`src/shared/lin_mode_pkg.sv`:
```
// constants, mode encoding and register map of the lin mode controller
// assumes one 125 MHz core clock and a 32-bit avalon-mm register port
package lin_mode_pkg;

    ////////////////////////////////////////////////////////////////////////
    // timing
    localparam int CLK_MHZ         = 125;
    localparam int WAKE_LOW_US     = 80;     // least bus-low time for a wake
    localparam int WAKE_LOW_CYCLES = WAKE_LOW_US * CLK_MHZ;
    localparam int WAKE_CNT_W      = 14;

    ////////////////////////////////////////////////////////////////////////
    // register bus
    localparam int          ADDR_W     = 4;
    localparam int          DATA_W     = 32;
    localparam logic [3:0]  CTRL_OFS   = 4'h0;
    localparam logic [3:0]  STATUS_OFS = 4'h4;

    // control: wake source enables
    localparam int          CTRL_W          = 2;
    localparam int          CTRL_RWAKE_BIT  = 0;
    localparam int          CTRL_LWAKE_BIT  = 1;
    localparam logic [1:0]  CTRL_RESET      = 2'h3;

    // status: mode, sticky wake sources (write one to clear), live levels
    localparam int          STAT_MODE_LSB   = 0;
    localparam int          STAT_RWAKE_BIT  = 5;
    localparam int          STAT_LWAKE_BIT  = 6;
    localparam int          STAT_REGOK_BIT  = 7;
    localparam int          STAT_FAULT_BIT  = 8;

    ////////////////////////////////////////////////////////////////////////
    // positions in the pin synchroniser vector
    localparam int SYN_W      = 9;
    localparam int SYN_OFF    = 0;   // supply above off threshold
    localparam int SYN_ON     = 1;   // supply above on threshold
    localparam int SYN_REGOK  = 2;
    localparam int SYN_CS     = 3;
    localparam int SYN_FTE    = 4;
    localparam int SYN_TXD    = 5;
    localparam int SYN_BUS    = 6;
    localparam int SYN_WAKE   = 7;   // bus below wake threshold
    localparam int SYN_FAULT  = 8;

    ////////////////////////////////////////////////////////////////////////
    // operating modes, one-hot
    typedef enum logic [4:0]
    {
        MODE_POR    = 5'b00001,
        MODE_READY  = 5'b00010,
        MODE_OPER   = 5'b00100,
        MODE_TXOFF  = 5'b01000,
        MODE_PDOWN  = 5'b10000
    } mode_t;

endpackage : lin_mode_pkg

```
`src/hw/bus_wake_filter.sv`:
```
// remote wake detector: a long low on the bus followed by a rising edge
// assumes bus_below is already synchronised to core_clk
`timescale 1ns/10ps
module bus_wake_filter
    import lin_mode_pkg::*;
#(
    parameter int LOW_CYCLES = WAKE_LOW_CYCLES
)
(
    // clock and reset
    input  wire logic core_clk,
    input  wire logic rst_b,
    input  wire logic clk_en,
    // detector
    input  wire logic armed,
    input  wire logic bus_below,
    output logic      wake_pulse
);

    localparam logic [WAKE_CNT_W-1:0] LIMIT = WAKE_CNT_W'(LOW_CYCLES);

    logic [WAKE_CNT_W-1:0] low_cnt_reg;
    logic [WAKE_CNT_W-1:0] low_cnt_next;
    logic                  below_prev_reg;
    logic                  wake_reg;
    logic                  wake_next;

    ////////////////////////////////////////////////////////////////////////
    // count the low phase, saturating so a long break still qualifies
    always_comb
    begin
        low_cnt_next = low_cnt_reg;
        wake_next    = 1'b0;
        if (!armed)
        begin
            low_cnt_next = '0;
        end
        else if (bus_below)
        begin
            if (low_cnt_reg != LIMIT)
            begin
                low_cnt_next = low_cnt_reg + 1'b1;
            end
        end
        else
        begin
            // rising edge ends the low phase: wake only if long enough
            wake_next    = below_prev_reg && (low_cnt_reg == LIMIT);
            low_cnt_next = '0;
        end
    end

    always_ff @(posedge core_clk or negedge rst_b)
    begin
        if (!rst_b)
        begin
            low_cnt_reg    <= '0;
            below_prev_reg <= 1'b0;
            wake_reg       <= 1'b0;
        end
        else if (clk_en)
        begin
            low_cnt_reg    <= low_cnt_next;
            below_prev_reg <= bus_below && armed;
            wake_reg       <= wake_next;
        end
    end

    assign wake_pulse = wake_reg;

endmodule : bus_wake_filter

```
`src/hw/lin_transceiver_mode_control.sv`:
```
// mode controller of a lin transceiver with an avalon-mm register port
// assumes analog comparators deliver supply and bus levels as async pins
//
// The address map and the Avalon-MM slave port were left to the implementer.
`timescale 1ns/10ps

// Notes on behaviour
// - low supply forces power-on-reset from anywhere
// - supply above on threshold leaves reset
// - ready: regulator low power, receiver on
// - ready holds until regulator good, select, enable and transmit data high
// - four conditions high enter operation mode
// - bus pull-up only in operation mode
// - select falling edge enters power-down from operation or transmitter-off
// - enable falling edge, select high: transmitter off
// - enable level low on pin low or fault
// - transmitter-off: receiver on, watchdog off
// - fault keeps transmitter off despite pin
// - unstable regulator always disables transmitter
// - power-down: only wake detectors stay alive
// - bus wake enters ready, then operation
// - select high wakes power-down into ready
// - power-down uses separate wake threshold
// - wake needs 80 us low, then rise
// - transmitter drives bus as transmit data
// - receive output follows bus when enabled
module lin_transceiver_mode_control
    import lin_mode_pkg::*;
#(
    parameter int WAKE_CYCLES = WAKE_LOW_CYCLES
)
(
    // clock and reset
    input  wire logic              core_clk,
    input  wire logic              rst_b,
    input  wire logic              clk_en,
    // supply and regulator comparators
    input  wire logic              battery_supply_above_off,
    input  wire logic              battery_supply_above_on,
    input  wire logic              regulator_good,
    input  wire logic              internal_fault,
    // host control pins
    input  wire logic              select_local_wake,
    input  wire logic              fault_tx_enable_in,
    output logic                   fault_tx_enable_out,
    output logic                   fault_tx_enable_oe,
    input  wire logic              tx_data,
    output logic                   rx_data,
    output logic                   reset_out,
    output logic                   reset_oe,
    // bus line
    input  wire logic              bus_line_in,
    input  wire logic              bus_below_wake,
    output logic                   bus_line_out,
    output logic                   bus_line_oe,
    output logic                   bus_pullup_on,
    output logic                   wake_detect_on,
    // regulator and front-end power
    output logic                   regulator_on,
    output logic                   regulator_low_power,
    output logic                   receiver_on,
    output logic                   window_watchdog_on,
    // avalon-mm slave
    input  wire logic [ADDR_W-1:0] address,
    input  wire logic              read,
    input  wire logic              write,
    input  wire logic [3:0]        byteenable,
    input  wire logic [DATA_W-1:0] writedata,
    output logic [DATA_W-1:0]      readdata,
    output logic                   waitrequest
);

    ////////////////////////////////////////////////////////////////////////
    // pin synchronisers
    logic [SYN_W-1:0] sync1_reg;
    logic [SYN_W-1:0] sync2_reg;
    logic [SYN_W-1:0] sync_next;
    always_comb
    begin
        sync_next            = '0;
        sync_next[SYN_OFF]   = battery_supply_above_off;
        sync_next[SYN_ON]    = battery_supply_above_on;
        sync_next[SYN_REGOK] = regulator_good;
        sync_next[SYN_CS]    = select_local_wake;
        sync_next[SYN_FTE]   = fault_tx_enable_in;
        sync_next[SYN_TXD]   = tx_data;
        sync_next[SYN_BUS]   = bus_line_in;
        sync_next[SYN_WAKE]  = bus_below_wake;
        sync_next[SYN_FAULT] = internal_fault;
    end
    // first stage feeds only the second stage
    always_ff @(posedge core_clk or negedge rst_b)
    begin
        if (!rst_b)
        begin
            sync1_reg <= '0;
            sync2_reg <= '0;
        end
        else if (clk_en)
        begin
            sync1_reg <= sync_next;
            sync2_reg <= sync1_reg;
        end
    end

    logic supply_ok;
    logic supply_on;
    logic reg_ok;
    logic cs_lvl;
    logic fault_lvl;
    logic txd_lvl;
    logic fte_lvl;
    assign supply_ok = sync2_reg[SYN_OFF];
    assign supply_on = sync2_reg[SYN_ON];
    assign reg_ok    = sync2_reg[SYN_REGOK];
    assign cs_lvl    = sync2_reg[SYN_CS];
    assign txd_lvl   = sync2_reg[SYN_TXD];
    assign fault_lvl = sync2_reg[SYN_FAULT];
    // pin high counts only with no internal fault
    assign fte_lvl   = sync2_reg[SYN_FTE] && !fault_lvl;

    ////////////////////////////////////////////////////////////////////////
    // edge detection on select and enable level
    logic cs_prev_reg;
    logic fte_prev_reg;
    logic cs_prev_next;
    logic fte_prev_next;
    logic cs_fall;
    logic fte_fall;
    always_comb
    begin
        cs_prev_next  = cs_lvl;
        fte_prev_next = fte_lvl;
    end
    always_ff @(posedge core_clk or negedge rst_b)
    begin
        if (!rst_b)
        begin
            cs_prev_reg  <= 1'b0;
            fte_prev_reg <= 1'b0;
        end
        else if (clk_en)
        begin
            cs_prev_reg  <= cs_prev_next;
            fte_prev_reg <= fte_prev_next;
        end
    end

    assign cs_fall  = cs_prev_reg && !cs_lvl;
    assign fte_fall = fte_prev_reg && !fte_lvl;

    ////////////////////////////////////////////////////////////////////////
    // remote wake detector, armed only in power-down
    mode_t          mode_reg;
    mode_t          mode_next;
    logic [CTRL_W-1:0] ctrl_reg;
    logic           remote_wake;
    bus_wake_filter #(.LOW_CYCLES(WAKE_CYCLES)) u_wake (
        .core_clk   (core_clk),
        .rst_b      (rst_b),
        .clk_en     (clk_en),
        .armed      (mode_reg == MODE_PDOWN),
        .bus_below  (sync2_reg[SYN_WAKE]),
        .wake_pulse (remote_wake)
    );

    ////////////////////////////////////////////////////////////////////////
    // mode sequencer
    logic op_ok;
    logic rwake_go;
    logic lwake_go;
    assign op_ok    = reg_ok && cs_lvl && fte_lvl && txd_lvl;
    assign rwake_go = remote_wake && ctrl_reg[CTRL_RWAKE_BIT];
    assign lwake_go = cs_lvl && ctrl_reg[CTRL_LWAKE_BIT];
    always_comb
    begin
        mode_next = mode_reg;
        if (!supply_ok)
            mode_next = MODE_POR;
        else
            case (mode_reg)
                MODE_POR:
                    if (supply_on)
                        mode_next = MODE_READY;
                MODE_READY:
                    if (op_ok)
                        mode_next = MODE_OPER;
                MODE_TXOFF:
                    if (op_ok)
                        mode_next = MODE_OPER;
                    else if (cs_fall)
                        mode_next = MODE_PDOWN;
                MODE_OPER:
                    if (cs_fall)
                        mode_next = MODE_PDOWN;
                    else if (fte_fall && cs_lvl)
                        mode_next = MODE_TXOFF;
                // ready first; operation follows once regulator good, select, enable and transmit data are high
                MODE_PDOWN:
                    if (rwake_go)
                        mode_next = MODE_READY;
                    else if (lwake_go)
                        mode_next = MODE_READY;
                default:
                    mode_next = MODE_POR;
            endcase
    end

    ////////////////////////////////////////////////////////////////////////
    // front-end controls, registered from the next mode
    logic rx_on_next;
    logic tx_on_next;
    logic reg_on_next;
    logic reg_lp_next;
    logic pullup_next;
    logic wdt_next;
    logic rxd_next;
    logic drive_next;
    logic rst_low_next;
    logic tx_on_reg;
    always_comb
    begin
        rx_on_next  = (mode_next == MODE_READY) ||
                      (mode_next == MODE_OPER)  ||
                      (mode_next == MODE_TXOFF);
        // regulator off in reset and power-down
        reg_on_next = rx_on_next;
        reg_lp_next = (mode_next == MODE_READY) ||
                      (mode_next == MODE_TXOFF);
        wdt_next    = (mode_next == MODE_OPER);
        pullup_next = (mode_next == MODE_OPER);
        // fault or shaky regulator always silences the driver
        tx_on_next  = (mode_next == MODE_OPER) && reg_ok &&
                      fte_lvl;
        drive_next  = tx_on_next && !txd_lvl;
        // recessive while the receiver is off
        rxd_next    = rx_on_next ? sync2_reg[SYN_BUS] : 1'b1;
        rst_low_next = (mode_next == MODE_POR) || !reg_ok;
    end
    always_ff @(posedge core_clk or negedge rst_b)
    begin
        if (!rst_b)
        begin
            mode_reg            <= MODE_POR;
            receiver_on         <= 1'b0;
            regulator_on        <= 1'b0;
            regulator_low_power <= 1'b0;
            window_watchdog_on  <= 1'b0;
            bus_pullup_on       <= 1'b0;
            tx_on_reg           <= 1'b0;
            bus_line_oe         <= 1'b0;
            rx_data             <= 1'b1;
            reset_oe            <= 1'b1;
            wake_detect_on      <= 1'b0;
            fault_tx_enable_oe  <= 1'b0;
        end
        else if (clk_en)
        begin
            mode_reg            <= mode_next;
            receiver_on         <= rx_on_next;
            regulator_on        <= reg_on_next;
            regulator_low_power <= reg_lp_next;
            window_watchdog_on  <= wdt_next;
            bus_pullup_on       <= pullup_next;
            tx_on_reg           <= tx_on_next;
            bus_line_oe         <= drive_next;
            rx_data             <= rxd_next;
            reset_oe            <= rst_low_next;
            wake_detect_on      <= (mode_next == MODE_PDOWN);
            fault_tx_enable_oe  <= fault_lvl;
        end
    end

    // open-drain pins only ever pull low
    assign bus_line_out        = 1'b0;
    assign reset_out           = 1'b0;
    assign fault_tx_enable_out = 1'b0;

    ////////////////////////////////////////////////////////////////////////
    // avalon-mm slave: one wait cycle, then the access completes
    logic              wait_next;
    logic [DATA_W-1:0] rdata_next;
    logic [CTRL_W-1:0] ctrl_next;
    logic              rwake_flag_reg;
    logic              lwake_flag_reg;
    logic              rwake_flag_next;
    logic              lwake_flag_next;
    logic              wr_go;
    logic              clr_r;
    logic              clr_l;

    assign wr_go = write && !waitrequest;
    assign clr_r = wr_go && (address == STATUS_OFS) && byteenable[0] &&
                   writedata[STAT_RWAKE_BIT];
    assign clr_l = wr_go && (address == STATUS_OFS) && byteenable[0] &&
                   writedata[STAT_LWAKE_BIT];
    always_comb
    begin
        wait_next  = !(waitrequest && (read || write));
        rdata_next = '0;
        if (address == CTRL_OFS)
            rdata_next[CTRL_W-1:0] = ctrl_reg;
        else if (address == STATUS_OFS)
        begin
            rdata_next[STAT_MODE_LSB +: 5] = mode_reg;
            rdata_next[STAT_RWAKE_BIT]     = rwake_flag_reg;
            rdata_next[STAT_LWAKE_BIT]     = lwake_flag_reg;
            rdata_next[STAT_REGOK_BIT]     = reg_ok;
            rdata_next[STAT_FAULT_BIT]     = fault_lvl;
        end
        ctrl_next = ctrl_reg;
        if (wr_go && (address == CTRL_OFS) && byteenable[0])
            ctrl_next = writedata[CTRL_W-1:0];
        // a wake in the clearing cycle survives the clear
        rwake_flag_next = (rwake_flag_reg && !clr_r) ||
                          ((mode_reg == MODE_PDOWN) && rwake_go);
        lwake_flag_next = (lwake_flag_reg && !clr_l) ||
                          ((mode_reg == MODE_PDOWN) && !rwake_go &&
                           lwake_go);
    end
    always_ff @(posedge core_clk or negedge rst_b)
    begin
        if (!rst_b)
        begin
            waitrequest    <= 1'b1;
            readdata       <= '0;
            ctrl_reg       <= CTRL_RESET;
            rwake_flag_reg <= 1'b0;
            lwake_flag_reg <= 1'b0;
        end
        else if (clk_en)
        begin
            waitrequest    <= wait_next;
            readdata       <= rdata_next;
            ctrl_reg       <= ctrl_next;
            rwake_flag_reg <= rwake_flag_next;
            lwake_flag_reg <= lwake_flag_next;
        end
    end

endmodule : lin_transceiver_mode_control

```
`config.mk`:
```
export PLATFORM = sky130hd
export DESIGN_NAME = lin_transceiver_mode_control
export DESIGN_NICKNAME = d
export VERILOG_FILES = /design/src/shared/lin_mode_pkg.sv /design/src/hw/bus_wake_filter.sv /design/src/hw/lin_transceiver_mode_control.sv
export SDC_FILE = /design/constraint.sdc
export NUM_CORES = 1
export LEC_CHECK = 0
export ABC_AREA = 1
export ABC_CLOCK_PERIOD_IN_PS = 4300
export BUFFER_PORTS_ARGS = -buffer_cell sky130_fd_sc_hd__buf_2
export CAP_MARGIN = 40
export CORE_ASPECT_RATIO = 0.75
export CORE_UTILIZATION = 56
export DETAILED_ROUTE_END_ITERATION = 10
export GPL_ROUTABILITY_DRIVEN = 1
export PLACE_DENSITY = 0.85
export SLEW_MARGIN = 40
export SYNTH_ARGS = -nofsm -noshare
export SYNTH_HDL_FRONTEND = slang
export SYNTH_SLANG_ARGS = --single-unit
export TNS_END_PERCENT = 1
```
`constraint.sdc`:
```
create_clock -name core_clk -period 4.3 [get_ports core_clk]
set_input_delay 0.86 -clock core_clk [delete_from_list [all_inputs] [get_ports core_clk]]
set_output_delay 0.86 -clock core_clk [all_outputs]
set_load 0.01 [all_outputs]
```
Yosys cells after proc, flatten, opt, wreduce, memory -nomap -nowiden
Cells that the tools add are included.
- reduce and logical (&&, ||, !) cells: 47
- multiply operators: 0
- equal/unequal tests: 14
- multiplexer cells: 19
- divide/modulo/power cells: 0
- shift-type cells: 0
- order comparisons: 0
- $add $sub $neg: 1
- bitwise gates (word level): 0
- operators with widths (kind ; count):
    two-way mux 5 bit ; 9
    two-way mux 14 bit ; 3
    logical AND 1 bit ; 27
    case mux 5 bit (5 select lines) ; 1
    adder 14 x 1 -> 14 bit, second input constant ; 1
    == test 14 bit, second input constant ; 1
    inequality test 14 bit, second input constant ; 1
    == test 5 x 1 -> 1 bit, second input constant ; 2
    == test 5 x 2 -> 1 bit, second input constant ; 2
    == test 5 x 3 -> 1 bit, second input constant ; 2
    == test 5 x 4 -> 1 bit, second input constant ; 2
    == test 5 bit, second input constant ; 2
    logical NOT 1 bit ; 10
    two-way mux 9 bit ; 1
    logical OR 1 bit ; 7
    two-way mux 7 bit ; 1
    == test 4 x 3 -> 1 bit, second input constant ; 1
    logical NOT 4 bit ; 1
    AND reduction 2 bit ; 2
    two-way mux 1 bit ; 3
    inequality test 3 bit, second input constant ; 1
    two-way mux 2 bit ; 1
- RAM bits: 0
- word-level logic and storage cells: 102
- latch bits: 0
- input port bits: 54
- bits in registers: 63
- ROM bits: 0
- memories: 0
- output and inout bits: 46

Logic depth before layout (Yosys ltp)
- word-level depth: 13
- depth in mapped cells: 11
- depth with buffers taken out: 11

Modules after synthesis
Synthesis repeated with hierarchy kept, for this count alone.
- cells, all modules: 443
- area total of the unflattened synthesis: 3472.1 um^2
- by module, submodules not included (module ; cells an instance ; area each (um^2) ; times used ; sequential area each (um^2)):
    lin_transceiver_mode_control ; 280 ; 2382.3 ; 1 ; 1183.6
    bus_wake_filter ; 163 ; 1089.8 ; 1 ; 400.4

Worst setup path after synthesis
OpenSTA, ideal clock, no wires.
- path kind: in2reg
- start point: in address[1]
- end point: reg rwake_flag_reg
- data required time: 4172 ps
- path buffers: 0
- setup slack: 2460 ps
- cell stages on the path: 5
- data arrival time: 1712 ps
- setup time: 128 ps
- path through: or2_2 -> nor3b_4 -> nand2_1 -> o21ai_0 -> o31ai_1
- longest elaborated chain between the ends: 7
- RTL lines (what ; line ; RTL):
    from (decl) ; lin_transceiver_mode_control.sv:64 ; input wire logic [ADDR_W-1:0] address,
    == test 4 x 3 -> 1 bit ; lin_transceiver_mode_control.sv:293 ; assign clr_r = wr_go && (address == STATUS_OFS) && byteenable[0] &&
    logical AND 1 bit (3 in series) ; lin_transceiver_mode_control.sv:293 ;
    logical NOT 1 bit ; lin_transceiver_mode_control.sv:315 ; rwake_flag_next = (rwake_flag_reg && !clr_r) ||
    logical AND 1 bit ; lin_transceiver_mode_control.sv:315 ;
    logical OR 1 bit ; lin_transceiver_mode_control.sv:315 ;
    to (signal assigned) ; lin_transceiver_mode_control.sv:336 ; rwake_flag_reg <= rwake_flag_next;
    to (decl) ; lin_transceiver_mode_control.sv:284 ; logic rwake_flag_reg;
No other way between the ends.
A chain may end at the register's enable or synchronous reset.

Worst setup path in the final report
- start point: reg waitrequest
- end point: out waitrequest
- RTL lines (what ; line ; RTL):
    from (decl) ; lin_transceiver_mode_control.sv:70 ; output logic waitrequest
    from (signal assigned) ; lin_transceiver_mode_control.sv:333 ; waitrequest <= wait_next;
No word-level cell between the ends.

==> results.ini <==
[synth]
synth_warnings = 0
yosysTopAreaCell = dfrtp_1
synth_top_area_share = 0.431
syn_avg_cell_area_sq_um = 8.04
ys_seq_area_frac = 0.478
synth_seq_cells = 63
postSynthCellCount = 412
syn-cell-area_sq_um = 3310
synth_area_leaders = dfrtp_1 43%, nand2_1 15%, buf_4 6.3%
synth_cell_types = 37

[global_route]
grt_pass1_wl_mm = 11.7
grt_pass1_vias = 2592
grt.total_usage = 0.246
grt_max_degree = 44
grt_overflow_total = 0
grt_antenna_before_repair = 0

[sta]
fmax_mhz = 534
finalHoldViolCount = 0
fin_crit_ns = 1.87
period_share = 0.436
tns_ns = 0
fin_worst_skew_ns = 0.00593
whs_ns = 0.463
grt_setup_unrepaired = false
maxSlewViolCount = 0
setup_viol = 0

[route]
ant_nets = 0
avgRoutedWirePerCell_microns = 13.0
detailedRoute.firstIterationViolations = 288
vias = 2787
dr.pass1.iters = 5
routed_via_density = 5.22
wl_mm = 6.95
drcViolationCount = 0

[floorplanning]
core-area_sq_um = 5530
num_rows = 23
fp.dieW_microns = 90.8
die_area_sq_um = 6230
dieHeight_microns = 68.6
initial_core_util = 0.599
ios = 100

[power_and_ir_drop]
p_total_mw = 1.36
powerDensity_nw_per_um2 = 368
p_leak_nw = 1.86
peakVddDrop_mv = 0.244

[flow_run]
maxCapViolations = 0

[clocking]
cts_buffers = 9
clock_latency_ns = 0.35
cts_setup_buffers = 0
cts_sinks = 63
hold_buffers = 0
cts_tree = built
ctsResizeCount = 0
clkTransAtPathRegs_ns = 0.07
cts_root_buf = clkbuf_8
htree_levels = 3
cts_buffer_depth = 2

[outcome]
status = completed

[placed_design]
dpl.hpwl_mm = 4.73
place_area_sq_um = 3470
portBuffers = 42
routabilityCongestion = 0.905

[critical_path]
crit_fanout = 4
cp_top_family = flip-flops
worstSetupPathType = register to output port
slowest_stage = dfstp_2
endpoint_kind = output port
r2r-end = u_wake.low_cnt_reg[13]
worst_setup_path_start_kind = register
ff2ff_setup_slack_ns = 2.50
cp.arrival_ns = 1.01
path_cells = buf_2
cp_num_buf_inv = 1
cpPeakStageDelay_ns = 0.54
r2r_start = u_wake.low_cnt_reg[0]
crit_start = waitrequest
r2r_cells = 9
required_ns = 3.44

[cells_and_area]
syn_to_final_growth_pct = 11.7
diodes = 0
final_nets = 510
drive_gt1_frac = 0.176
largest_register_ffs = 14
fin_area_sq_um = 3700

[min_path]
hold_class = input port to async pin

==> metrics by stage <==
step	utilization	setup slack, ns	std cells
finish	0.669	2.43	534
global route	0.669	2.33	534
CTS	0.669	2.41	534
detailed placement	0.628	2.20	518
global placement	0.628	2.23	518
floorplan	-	2.46	437
==> layout by cell type (no fill, tap or decap), types with 2 or more instances in the layout <==
cell,synthesis,final
clkbuf_1,9,2
nand4_1,7,7
ha_1,2,2
nand2_1,133,133
or2_2,2,2
o22ai_1,2,2
o21bai_1,2,2
conb_1,1,26
o21ai_0,26,26
nor2_4,3,3
o21ai_1,2,2
nor2_2,2,2
o31ai_1,5,5
bufinv_16,0,2
xor2_1,3,3
nor3_1,6,6
clkbuf_8,0,11
dfrtp_1,57,57
o211ai_1,5,5
a21oi_2,2,2
buf_2,0,41
a21oi_1,6,6
nand3_1,36,36
inv_1,33,33
nor2_1,21,21
dfstp_2,6,6
buf_4,28,4
==> where the power goes <==
part	total, mW	switching [mW]	leakage (nW)	internal, mW
clock network	0.580	0.222	0.114	0.358
registers	0.651	0.0227	0.822	0.629
logic	0.131	0.0893	0.922	0.0416
==> cell families (layout without fill, tap and decap cells) <==
kind of cell,count (synthesis),in the layout,synth area share
adders and majority gates,2,2,0.00756
DFF,63,63,0.478
other,1,26,0.00113
xor gates and xnor gates,3,3,0.00794
buffers and inverters,74,96,0.119
and+or+nand+nor,217,217,0.294
AOI/OAI and AO/OA,52,52,0.0922
==> layout make-up <==
type	count	area [sq um]
clock inverters	3	65.1
multi-input cells	300	1430
clock buffers	13	159
well taps	75	93.8
repair buffers	45	235
fillers	467	1830
flip-flops and latches	63	1580
inverters	35	134
==> synthesized netlist by cell type, drive strengths merged <==
cell type / n
xor2: 3
nand2: 134
buf: 30
o21bai: 2
nand3: 38
o21a: 1
and3b: 1
ha: 2
o31ai: 5
o21ai: 28
nand4: 7
nor3b: 1
a21oi: 8
nor3: 7
o211ai: 5
o22ai: 2
conb: 1
nand2b: 1
a21boi: 1
dfrtp: 57
clkbuf: 9
inv: 35
nor2: 26
dfstp: 6
or2: 2
==> metal layers <==
| layer | share of wire | track usage |
|---|---|---|
| met2 | 0.45 | 0.396 |
| met1 | 0.46 | 0.317 |
| met4 | 0.016 | 0.0893 |
| met5 | 0 | 0 |
| met3 | 0.075 | 0.0833 |
==> worst max-delay path by stage <==
stage	endpoint	slack, ns	depth (start not counted)
after floorplan	rwake_flag_reg	2.46	5
after global placement	rwake_flag_reg	2.23	6
after detailed placement	rwake_flag_reg	2.20	6
after CTS	waitrequest	2.41	1
after global routing	u_wake.low_cnt_reg[0]	2.33	10
final	waitrequest	2.43	1
Note: power is estimated with default switching activity, not from simulation.
